==> src/pkg/cawd_pkg.sv <==
package cawd_pkg;

	// register addresses on the special-function bus
	localparam logic [7:0] ADDR_CTL_STATUS = 8'hd8;
	localparam logic [7:0] ADDR_MODE = 8'hd9;
	localparam logic [7:0] ADDR_CNT_LOW = 8'he9;
	localparam logic [7:0] ADDR_CNT_HIGH = 8'hf9;
	localparam logic [7:0] ADDR_WD_OFFSET = 8'hee;
	localparam logic [7:0] ADDR_WD_UPDATE = 8'hfe;

	// control/status field positions
	localparam int CTL_OVF_BIT = 7;
	localparam int CTL_RUN_BIT = 6;
	localparam int CTL_UNUSED_BIT = 5;
	localparam int CTL_MOD4_BIT = 4;
	localparam int NUM_MODULES = 5;

	// mode register field positions
	localparam int MODE_IDLE_BIT = 7;
	localparam int MODE_WDTEN_BIT = 6;
	localparam int MODE_LOCK_BIT = 5;
	localparam int MODE_TB_LSB = 1;
	localparam int MODE_TB_MSB = 3;
	localparam int MODE_OVFIE_BIT = 0;

	// reset values
	localparam logic [7:0] CTL_RESET = 8'h00;
	localparam logic [7:0] CNT_BYTE_RESET = 8'h00;
	localparam logic [7:0] WD_OFFSET_RESET = 8'h00;
	localparam logic [7:0] WD_UPDATE_RESET = 8'h00;
	localparam logic WDTEN_RESET = 1'b1;

	// counter timebase selections
	typedef enum logic [2:0] {
		CAWD_TB_DIV12 = 3'h0,
		CAWD_TB_DIV4 = 3'h1,
		CAWD_TB_TIMER0 = 3'h2,
		CAWD_TB_ECI = 3'h3,
		CAWD_TB_SYSTEM_CLOCK = 3'h4,
		CAWD_TB_EXTDIV8 = 3'h5
	} cawd_tb_t;
	localparam logic [2:0] TB_RESET = 3'h0;

	// prescaler ratios
	localparam logic [3:0] DIV12_LAST = 4'hb;
	localparam logic [3:0] DIV4_LAST = 4'h3;
	localparam logic [2:0] EXTDIV_LAST = 3'h7;

	localparam logic [7:0] BYTE_MAX = 8'hff;

endpackage

==> src/cawd_sync.sv <==
`timescale 1ns/100ps
module cawd_sync
	import cawd_pkg::*;
#(
	parameter int WIDTH = 1
) (
	input wire logic clk, // system clock
	input wire logic resetn, // async reset, active low
	input wire logic [WIDTH-1:0] async_in, // pin level from outside the domain
	output logic [WIDTH-1:0] sync_out // level safe to use on clk
);

	logic [WIDTH-1:0] meta_q;

	// the first stage feeds only the second
	always_ff @(posedge clk or negedge resetn) begin
		if (!resetn) begin
			meta_q <= '0;
			sync_out <= '0;
		end else begin
			meta_q <= async_in;
			sync_out <= meta_q;
		end
	end

endmodule

==> src/cawd_top.sv <==
`timescale 1ns/100ps
// Behaviour
// - Idle-suspend set halts counting during processor idle; clear keeps counting.
// - Timebase select and idle-suspend writes are ignored while the watchdog runs.
// - Setting either the enable bit or the lock bit enables the watchdog.
// - Once locked, the watchdog stays enabled until the next system reset.
// - Unlocked, clearing the enable bit disables the watchdog.
// - Reset gives watchdog on, divide-by-12 timebase, counter low and offset zero.
// - Reset defaults time out after 256 counter clocks, 3072 system clocks.
// - Counter wrap from all ones to zero sets the overflow flag, bit 7.
// - Enabled overflow flag raises the interrupt; only software clears the flag.
// - Control bit 6 is counter run: 1 counts; 0 stops only while the watchdog is off.
// - Control bit 5 reads zero and ignores writes.
// - Bits 4..0 are per-module event flags, set by hardware, cleared by software.
// - Control register at address 0xd8, all pages, supports single-bit set/clear.
// - Enabled watchdog resets when low byte overflows with high byte equal update byte.
// - Writing the update byte loads counter high byte plus offset instead.
// - Writing 1 to the module 4 flag while enabled forces an immediate reset.
// - Timebase codes: 000 divide-by-12, 001 divide-by-4, 100 undivided clock.
module cawd_top
	import cawd_pkg::*;
(
	input wire logic clk, // system clock, 100 MHz
	input wire logic resetn, // async reset, active low
	input wire logic [7:0] sfr_addr, // register address
	input wire logic sfr_wr, // byte write strobe
	input wire logic [7:0] sfr_wdata, // byte write data
	input wire logic sfr_bit_wr, // single-bit write strobe
	input wire logic [2:0] sfr_bit_idx, // bit index of a single-bit write
	input wire logic sfr_bit_val, // value of a single-bit write
	input wire logic sfr_rd, // read strobe
	output logic [7:0] sfr_rdata, // read data, one cycle after sfr_rd
	input wire logic cpu_idle, // processor idle level
	input wire logic timer0_ovf, // timer 0 overflow pulse, same clock
	input wire logic eci_pin, // external count input pin
	input wire logic ext_clk_pin, // external clock pin
	input wire logic [NUM_MODULES-1:0] module_event, // match/capture pulses per module
	input wire logic [NUM_MODULES-1:0] module_irq_en, // per-module interrupt enables
	output logic counter_irq, // counter array interrupt request
	output logic wd_reset_req // one-cycle watchdog reset request
);

	// register state
	logic ovf_flag_q;
	logic run_bit_q;
	logic [NUM_MODULES-1:0] event_flag_q;
	logic idle_suspend_q;
	logic wd_enable_q;
	logic wd_lock_q;
	logic [2:0] timebase_q;
	logic ovf_irq_en_q;
	logic [7:0] cnt_low_q;
	logic [7:0] cnt_high_q;
	logic [7:0] wd_offset_q;
	logic [7:0] wd_update_q;
	logic [3:0] presc_q;
	logic [2:0] ext_div_q;
	logic eci_prev_q;
	logic ext_prev_q;
	logic [7:0] rdata_q;
	logic irq_q;
	logic wd_req_q;

	// synchronised pins
	logic eci_sync;
	logic ext_sync;

	cawd_sync #(
		.WIDTH(2)
	) u_pin_sync (
		.clk(clk),
		.resetn(resetn),
		.async_in({eci_pin, ext_clk_pin}),
		.sync_out({eci_sync, ext_sync})
	);

	// address decode
	wire sel_ctl = sfr_addr == ADDR_CTL_STATUS;
	wire sel_mode = sfr_addr == ADDR_MODE;
	wire sel_low = sfr_addr == ADDR_CNT_LOW;
	wire sel_high = sfr_addr == ADDR_CNT_HIGH;
	wire sel_off = sfr_addr == ADDR_WD_OFFSET;
	wire sel_upd = sfr_addr == ADDR_WD_UPDATE;

	wire wd_active = wd_enable_q | wd_lock_q;

	// control register image and the value a byte or bit write leaves in it
	wire [7:0] ctl_image = {ovf_flag_q, run_bit_q, 1'b0, event_flag_q};
	wire [7:0] bit_mask = 8'h01 << sfr_bit_idx;
	wire [7:0] bit_merged = sfr_bit_val ? (ctl_image | bit_mask) : (ctl_image & ~bit_mask);
	wire ctl_byte_wr = sfr_wr & sel_ctl;
	wire ctl_bit_wr = sfr_bit_wr & sel_ctl;
	wire ctl_wr = ctl_byte_wr | ctl_bit_wr;
	wire [7:0] ctl_wval = ctl_byte_wr ? sfr_wdata : bit_merged;

	// a byte write with bit 4 set or a bit write of 1 to the module 4 flag counts, so bit writes to other bits
	// with the flag already set cannot trip the watchdog by accident
	wire mod4_write_one = (ctl_byte_wr & sfr_wdata[CTL_MOD4_BIT])
		| (ctl_bit_wr & sfr_bit_val & (sfr_bit_idx == 3'(CTL_MOD4_BIT)));
	wire force_reset = wd_active & mod4_write_one;

	wire mode_wr = sfr_wr & sel_mode;
	wire low_wr = sfr_wr & sel_low & ~wd_active;
	wire high_wr = sfr_wr & sel_high & ~wd_active;
	wire off_wr = sfr_wr & sel_off;
	wire upd_wr = sfr_wr & sel_upd;

	// counter runs when software asks, or always while the watchdog is on
	wire counting = run_bit_q | wd_active;
	wire idle_hold = idle_suspend_q & cpu_idle;

	// timebase ticks
	wire [3:0] presc_last = (timebase_q == CAWD_TB_DIV4) ? DIV4_LAST : DIV12_LAST;
	wire presc_wrap = presc_q >= presc_last;
	wire eci_fall = eci_prev_q & ~eci_sync;
	wire ext_rise = ext_sync & ~ext_prev_q;
	wire ext_tick = ext_rise & (ext_div_q == EXTDIV_LAST);

	logic tb_tick;
	always_comb begin
		tb_tick = 1'b0;
		unique case (timebase_q)
			CAWD_TB_DIV12: tb_tick = presc_wrap;
			CAWD_TB_DIV4: tb_tick = presc_wrap;
			CAWD_TB_TIMER0: tb_tick = timer0_ovf;
			CAWD_TB_ECI: tb_tick = eci_fall;
			CAWD_TB_SYSTEM_CLOCK: tb_tick = 1'b1;
			CAWD_TB_EXTDIV8: tb_tick = ext_tick;
			default: tb_tick = 1'b0;
		endcase
	end

	wire cnt_tick = tb_tick & counting & ~idle_hold;
	wire low_ovf = cnt_tick & (cnt_low_q == BYTE_MAX);
	wire cnt_wrap = low_ovf & (cnt_high_q == BYTE_MAX);
	wire [7:0] cnt_low_d = low_wr ? sfr_wdata : (cnt_tick ? cnt_low_q + 8'h01 : cnt_low_q);
	wire [7:0] cnt_high_d = high_wr ? sfr_wdata : (low_ovf ? cnt_high_q + 8'h01 : cnt_high_q);

	// watchdog expiry on low-byte overflow while high bytes match
	wire wd_expire = wd_active & low_ovf & (cnt_high_q == wd_update_q);

	// flag updates: hardware set wins over a software clear in the same cycle
	wire ovf_flag_d = cnt_wrap | (ctl_wr ? ctl_wval[CTL_OVF_BIT] : ovf_flag_q);
	wire [NUM_MODULES-1:0] event_flag_d =
		module_event | (ctl_wr ? ctl_wval[NUM_MODULES-1:0] : event_flag_q);

	// mode register: enable and lock
	wire lock_d = wd_lock_q | (mode_wr & sfr_wdata[MODE_LOCK_BIT]);
	wire enable_d = wd_lock_q ? 1'b1 : (mode_wr ? sfr_wdata[MODE_WDTEN_BIT] : wd_enable_q);
	wire cfg_open = mode_wr & ~wd_active;

	wire irq_d = (ovf_flag_q & ovf_irq_en_q) | |(event_flag_q & module_irq_en);

	// read mux
	wire [7:0] mode_image = {idle_suspend_q, wd_enable_q, wd_lock_q, 1'b0, timebase_q, ovf_irq_en_q};
	logic [7:0] rd_mux;
	always_comb begin
		rd_mux = 8'h00;
		if (sel_ctl) begin
			rd_mux = ctl_image;
		end else if (sel_mode) begin
			rd_mux = mode_image;
		end else if (sel_low) begin
			rd_mux = cnt_low_q;
		end else if (sel_high) begin
			rd_mux = cnt_high_q;
		end else if (sel_off) begin
			rd_mux = wd_offset_q;
		end else if (sel_upd) begin
			rd_mux = wd_update_q;
		end
	end

	// hardware-set flags
	always_ff @(posedge clk or negedge resetn) begin
		if (!resetn) begin
			ovf_flag_q <= CTL_RESET[CTL_OVF_BIT];
			event_flag_q <= CTL_RESET[NUM_MODULES-1:0];
		end else begin
			ovf_flag_q <= ovf_flag_d;
			event_flag_q <= event_flag_d;
		end
	end

	// run bit keeps what software wrote; the watchdog forces counting without touching it
	always_ff @(posedge clk or negedge resetn) begin
		if (!resetn) begin
			run_bit_q <= CTL_RESET[CTL_RUN_BIT];
		end else if (ctl_wr) begin
			run_bit_q <= ctl_wval[CTL_RUN_BIT];
		end
	end

	// watchdog enable and lock
	always_ff @(posedge clk or negedge resetn) begin
		if (!resetn) begin
			wd_enable_q <= WDTEN_RESET;
			wd_lock_q <= 1'b0;
		end else begin
			wd_enable_q <= enable_d;
			wd_lock_q <= lock_d;
		end
	end

	// configuration bits, frozen while the watchdog runs
	always_ff @(posedge clk or negedge resetn) begin
		if (!resetn) begin
			idle_suspend_q <= 1'b0;
			timebase_q <= TB_RESET;
			ovf_irq_en_q <= 1'b0;
		end else if (cfg_open) begin
			idle_suspend_q <= sfr_wdata[MODE_IDLE_BIT];
			timebase_q <= sfr_wdata[MODE_TB_MSB:MODE_TB_LSB];
			ovf_irq_en_q <= sfr_wdata[MODE_OVFIE_BIT];
		end
	end

	// counter bytes; software writes are refused while the watchdog is on
	always_ff @(posedge clk or negedge resetn) begin
		if (!resetn) begin
			cnt_low_q <= CNT_BYTE_RESET;
		end else begin
			cnt_low_q <= cnt_low_d;
		end
	end

	always_ff @(posedge clk or negedge resetn) begin
		if (!resetn) begin
			cnt_high_q <= CNT_BYTE_RESET;
		end else begin
			cnt_high_q <= cnt_high_d;
		end
	end

	// module 4 offset and update bytes
	always_ff @(posedge clk or negedge resetn) begin
		if (!resetn) begin
			wd_offset_q <= WD_OFFSET_RESET;
			wd_update_q <= WD_UPDATE_RESET;
		end else begin
			if (off_wr) begin
				wd_offset_q <= sfr_wdata;
			end
			if (upd_wr) begin
				wd_update_q <= cnt_high_q + wd_offset_q;
			end
		end
	end

	// system clock prescaler; free running so a divide ratio change takes effect at once
	always_ff @(posedge clk or negedge resetn) begin
		if (!resetn) begin
			presc_q <= 4'h0;
		end else if (presc_wrap) begin
			presc_q <= 4'h0;
		end else begin
			presc_q <= presc_q + 4'h1;
		end
	end

	// pin edge detection and external clock divider
	always_ff @(posedge clk or negedge resetn) begin
		if (!resetn) begin
			eci_prev_q <= 1'b0;
			ext_prev_q <= 1'b0;
			ext_div_q <= 3'h0;
		end else begin
			eci_prev_q <= eci_sync;
			ext_prev_q <= ext_sync;
			if (ext_rise) begin
				ext_div_q <= ext_div_q + 3'h1;
			end
		end
	end

	// registered outputs; read data holds until the next read
	always_ff @(posedge clk or negedge resetn) begin
		if (!resetn) begin
			rdata_q <= 8'h00;
		end else if (sfr_rd) begin
			rdata_q <= rd_mux;
		end
	end

	always_ff @(posedge clk or negedge resetn) begin
		if (!resetn) begin
			irq_q <= 1'b0;
		end else begin
			irq_q <= irq_d;
		end
	end

	// one cycle is enough: the system reset it triggers also clears this block
	always_ff @(posedge clk or negedge resetn) begin
		if (!resetn) begin
			wd_req_q <= 1'b0;
		end else begin
			wd_req_q <= wd_expire | force_reset;
		end
	end

	assign sfr_rdata = rdata_q;
	assign counter_irq = irq_q;
	assign wd_reset_req = wd_req_q;

endmodule

==> config.mk <==
export PLATFORM = sky130hd
export DESIGN_NAME = cawd_top
export DESIGN_NICKNAME = d
export VERILOG_FILES = /design/src/pkg/cawd_pkg.sv /design/src/cawd_sync.sv /design/src/cawd_top.sv
export SDC_FILE = /design/constraint.sdc
export NUM_CORES = 1
export LEC_CHECK = 0
export ABC_AREA = 0
export ABC_CLOCK_PERIOD_IN_PS = 3100
export BUFFER_PORTS_ARGS = -buffer_cell sky130_fd_sc_hd__buf_2
export CORE_MARGIN = 2
export CORE_UTILIZATION = 45
export CTS_CLUSTER_SIZE = 16
export DETAILED_ROUTE_END_ITERATION = 8
export GPL_TIMING_DRIVEN = 0
export SLEW_MARGIN = 25
export SYNTH_ARGS = -nofsm -noshare
export SYNTH_HDL_FRONTEND = slang
export SYNTH_SLANG_ARGS = --single-unit
==> constraint.sdc <==
create_clock -name clk -period 3.1 [get_ports clk]
set_clock_uncertainty 0.15 [all_clocks]
set_input_delay 0.31 -clock clk [delete_from_list [all_inputs] [get_ports clk]]
set_output_delay 0.31 -clock clk [all_outputs]
set_load 0.01 [all_outputs]
==> results.yml <==
clock_tree:
  cts_root_buf: "clkbuf_8"
  clk_latency_ps: 360
  h-tree-depth: 3
  ctsResizeCount: 0
  clock_sinks: 69
  cts_tree: "yes"
  cts_buffers: 9
  post-cts-setup-buffers: 0
  path_clk_slew_ps: 90
  hold_buffers: 7
  clk_path_buf_depth: 2
floorplan:
  core_um2: 8810
  die_w_um: 99.6
  initial_core_util: 0.467
  die_y_um: 99.6
  dieArea_um2: 9920
  ioPinCount: 49
  rows: 34
sta:
  hold_slack_ps: 18.2
  timing.setup.tns_ps: 0
  fin_ws_ps: 485
  rsz0062_at_grt: "no"
  max_freq_mhz: 382
  slew_headroom: 0.649
  period_needed_ps: 2620
  hold_viol: 0
  setup_viol: 0
  post-route-period-util: 0.844
  tightest_slew_ps: 527
  drv_slew: 0
pwr:
  total_power_mw: 2.36
  vdd_ir_drop_max_uv: 309
  p_per_area_nw_per_um2: 494
  power.static_leakage_nw: 2.18
route:
  drc: 0
  vias: 3585
  drt-total-wl_mm: 11.3
  drt_first_pass_iters: 5
  drtIter0Drc: 223
  postRouteAntennaNets: 0
  avgViaCountPerCell: 5.86
  route.detailed.wl_per_inst_um: 18.4
place:
  dp_hpwl_mm: 8.38
  placed_cells_incl_taps: 589
  portBuffers: 47
  pre_cts_slack_ps: 523
  dpl_cell_area_um2: 4510
  place_congestion: 0.929
setup_path:
  crit_fanout: 8
  cp-end-kind: "register"
  worstPathArrival_ps: 2750
  rrSetupSlack_ps: 480
  r2r_end: "cnt_high_q[7]$_DFFE_PN0P_"
  r2r_start: "timebase_q[1]$_DFFE_PN0P_"
  crit_type: "reg2reg"
  reg2regPathDepth: 9
  worst-endpoint-required_ps: 3230
  crit_start: "timebase_q[1]$_DFFE_PN0P_"
  cp-start-kind: "register"
  crit_path_end: "cnt_high_q[7]$_DFFE_PN0P_"
final_layout:
  layout_commonest_cell: "dfrtp_1"
  fin_cells: 612
  fin_util: 0.543
  antennaDiodeCount: 0
  syn2layout_area_growth_pct: 16.2
  mostFrequentLayoutCells: "dfrtp_1, buf_2, nor2_1"
  final_cell_area_um2: 4780
  fillers: 831
  drive_gt1_frac: 0.192
  finalNetCount: 552
yosys:
  avgSynthCellArea_um2: 9.50
  seq_area_frac_synth: 0.420
  yosysTopAreaCellShare: 0.414
  netlist_instances: 433
  synth_top_cell_by_area: "dfrtp_1"
  synth.area.top_cells: "dfrtp_1, mux2_2, ha_1"
  async_flop_share: 1.00
  syn_area_um2: 4110
  synthFlopType: "dfrtp_1"
  synth-edff-count: 0
  synth.distinct_cells: 62
  yosys_warnings: 0
  ys_ff_latch: 69
  synthesis.nets: 486
min_path:
  min_path_type: "in2reg"
global_route:
  grt_use_total: 0.239
  antenna_found_initial: 0
  grt_pass1_wl_mm: 18.1
  grt_pass1_vias: 3360
  globalRouteOverflowTotal: 0
  grt_max_degree: 37
run_status:
  outcome: "finished clean"
job:
  maxCapViolations: 0
cell type report:
type,instances,area [um2],area share
multi-input cells,338,2270,0.476
flip-flops and latches,69,1730,0.361
repair buffers,55,328,0.0686
well taps,108,135,0.0283
clock buffers,9,124,0.0259
clock inverters,7,80.1,0.0167
plain buffers,17,77.6,0.0162
inverters,9,33.8,0.00707
power by group:
part / switching (mW) / internal, mW / total, mW
registers: 0.110 / 1.01 / 1.12
logic: 0.249 / 0.213 / 0.462
clock network: 0.396 / 0.381 / 0.777
per-layer routing:
layer,up-vias,part of all wire,global-route usage
li1,1731,-,-
met1,1713,0.49,0.349
met2,124,0.45,0.371
met3,17,0.051,0.0408
met4,0,0.012,0.0580
met5,-,0,0
registers in the layout, summed over array words and instances, names as in the netlist, 2 cells and up, named ones only:
| name | flops |
|---|---|
| u_pin_sync.meta_q | 2 |
| ext_div_q | 3 |
| cnt_low_q | 8 |
| wd_offset_q | 8 |
| presc_q | 4 |
| event_flag_q | 5 |
| timebase_q | 3 |
| u_pin_sync.sync_out | 2 |
| cnt_high_q | 8 |
| wd_update_q | 8 |
| sfr_rdata | 8 |
worst min path at each step:
stage	from	to	slack, ps	depth (start not counted)
after detailed placement	resetn	event_flag_q[1]$_DFF_PN0_	150	1
after global placement	u_pin_sync.meta_q[1]$_DFF_PN0_	u_pin_sync.sync_out[1]$_DFF_PN0_	180	0
after floorplan	resetn	async pin	-140	0
final	module_irq_en[2]	counter_irq$_DFF_PN0_	20	3
after global routing	module_irq_en[2]	counter_irq$_DFF_PN0_	30	3
after CTS	module_irq_en[2]	counter_irq$_DFF_PN0_	10	3
kinds of logic after synthesis:
family          Yosys count  share of synthesized area
mux                      29                     0.0763
compound gates          111                      0.171
simple gates            158                      0.206
flops                    69                      0.420
xor+xnor                 26                     0.0554
buf+inv                  26                     0.0271
fa+ha+maj                14                     0.0444
critical path, cell delays in order, from the launching register on:
cell and delay, ps:
dfrtp_1 330, clkbuf_1 340, nor3_1 100, ha_1 280
o21ai_1 50, nand2b_1 210, o31ai_2 160, nor3_1 420
mux2_2 390, nor3_2 100
Yosys cell counts (all sizes together) (2+ instances only):
master    n
a211oi    3
a21o      5
a21oi    31
a221o     3
a221oi    2
a22oi     9
a2bb2oi   2
a31oi     4
a32oi     3
and2      2
and3      6
and4      4
and4b     2
buf       6
clkbuf   11
dfrtp    68
ha       13
inv       9
mux2     19
mux2i    10
nand2    33
nand2b    8
nand3    15
nand3b    2
nand4     9
nand4b    2
nor2     36
nor2b     9
nor3     21
nor4      3
o211ai    3
o21ai    29
o22ai     5
o31ai     3
or3       2
xnor2     8
xor2     18
No activity file was read; power rests on OpenSTA's default activity.
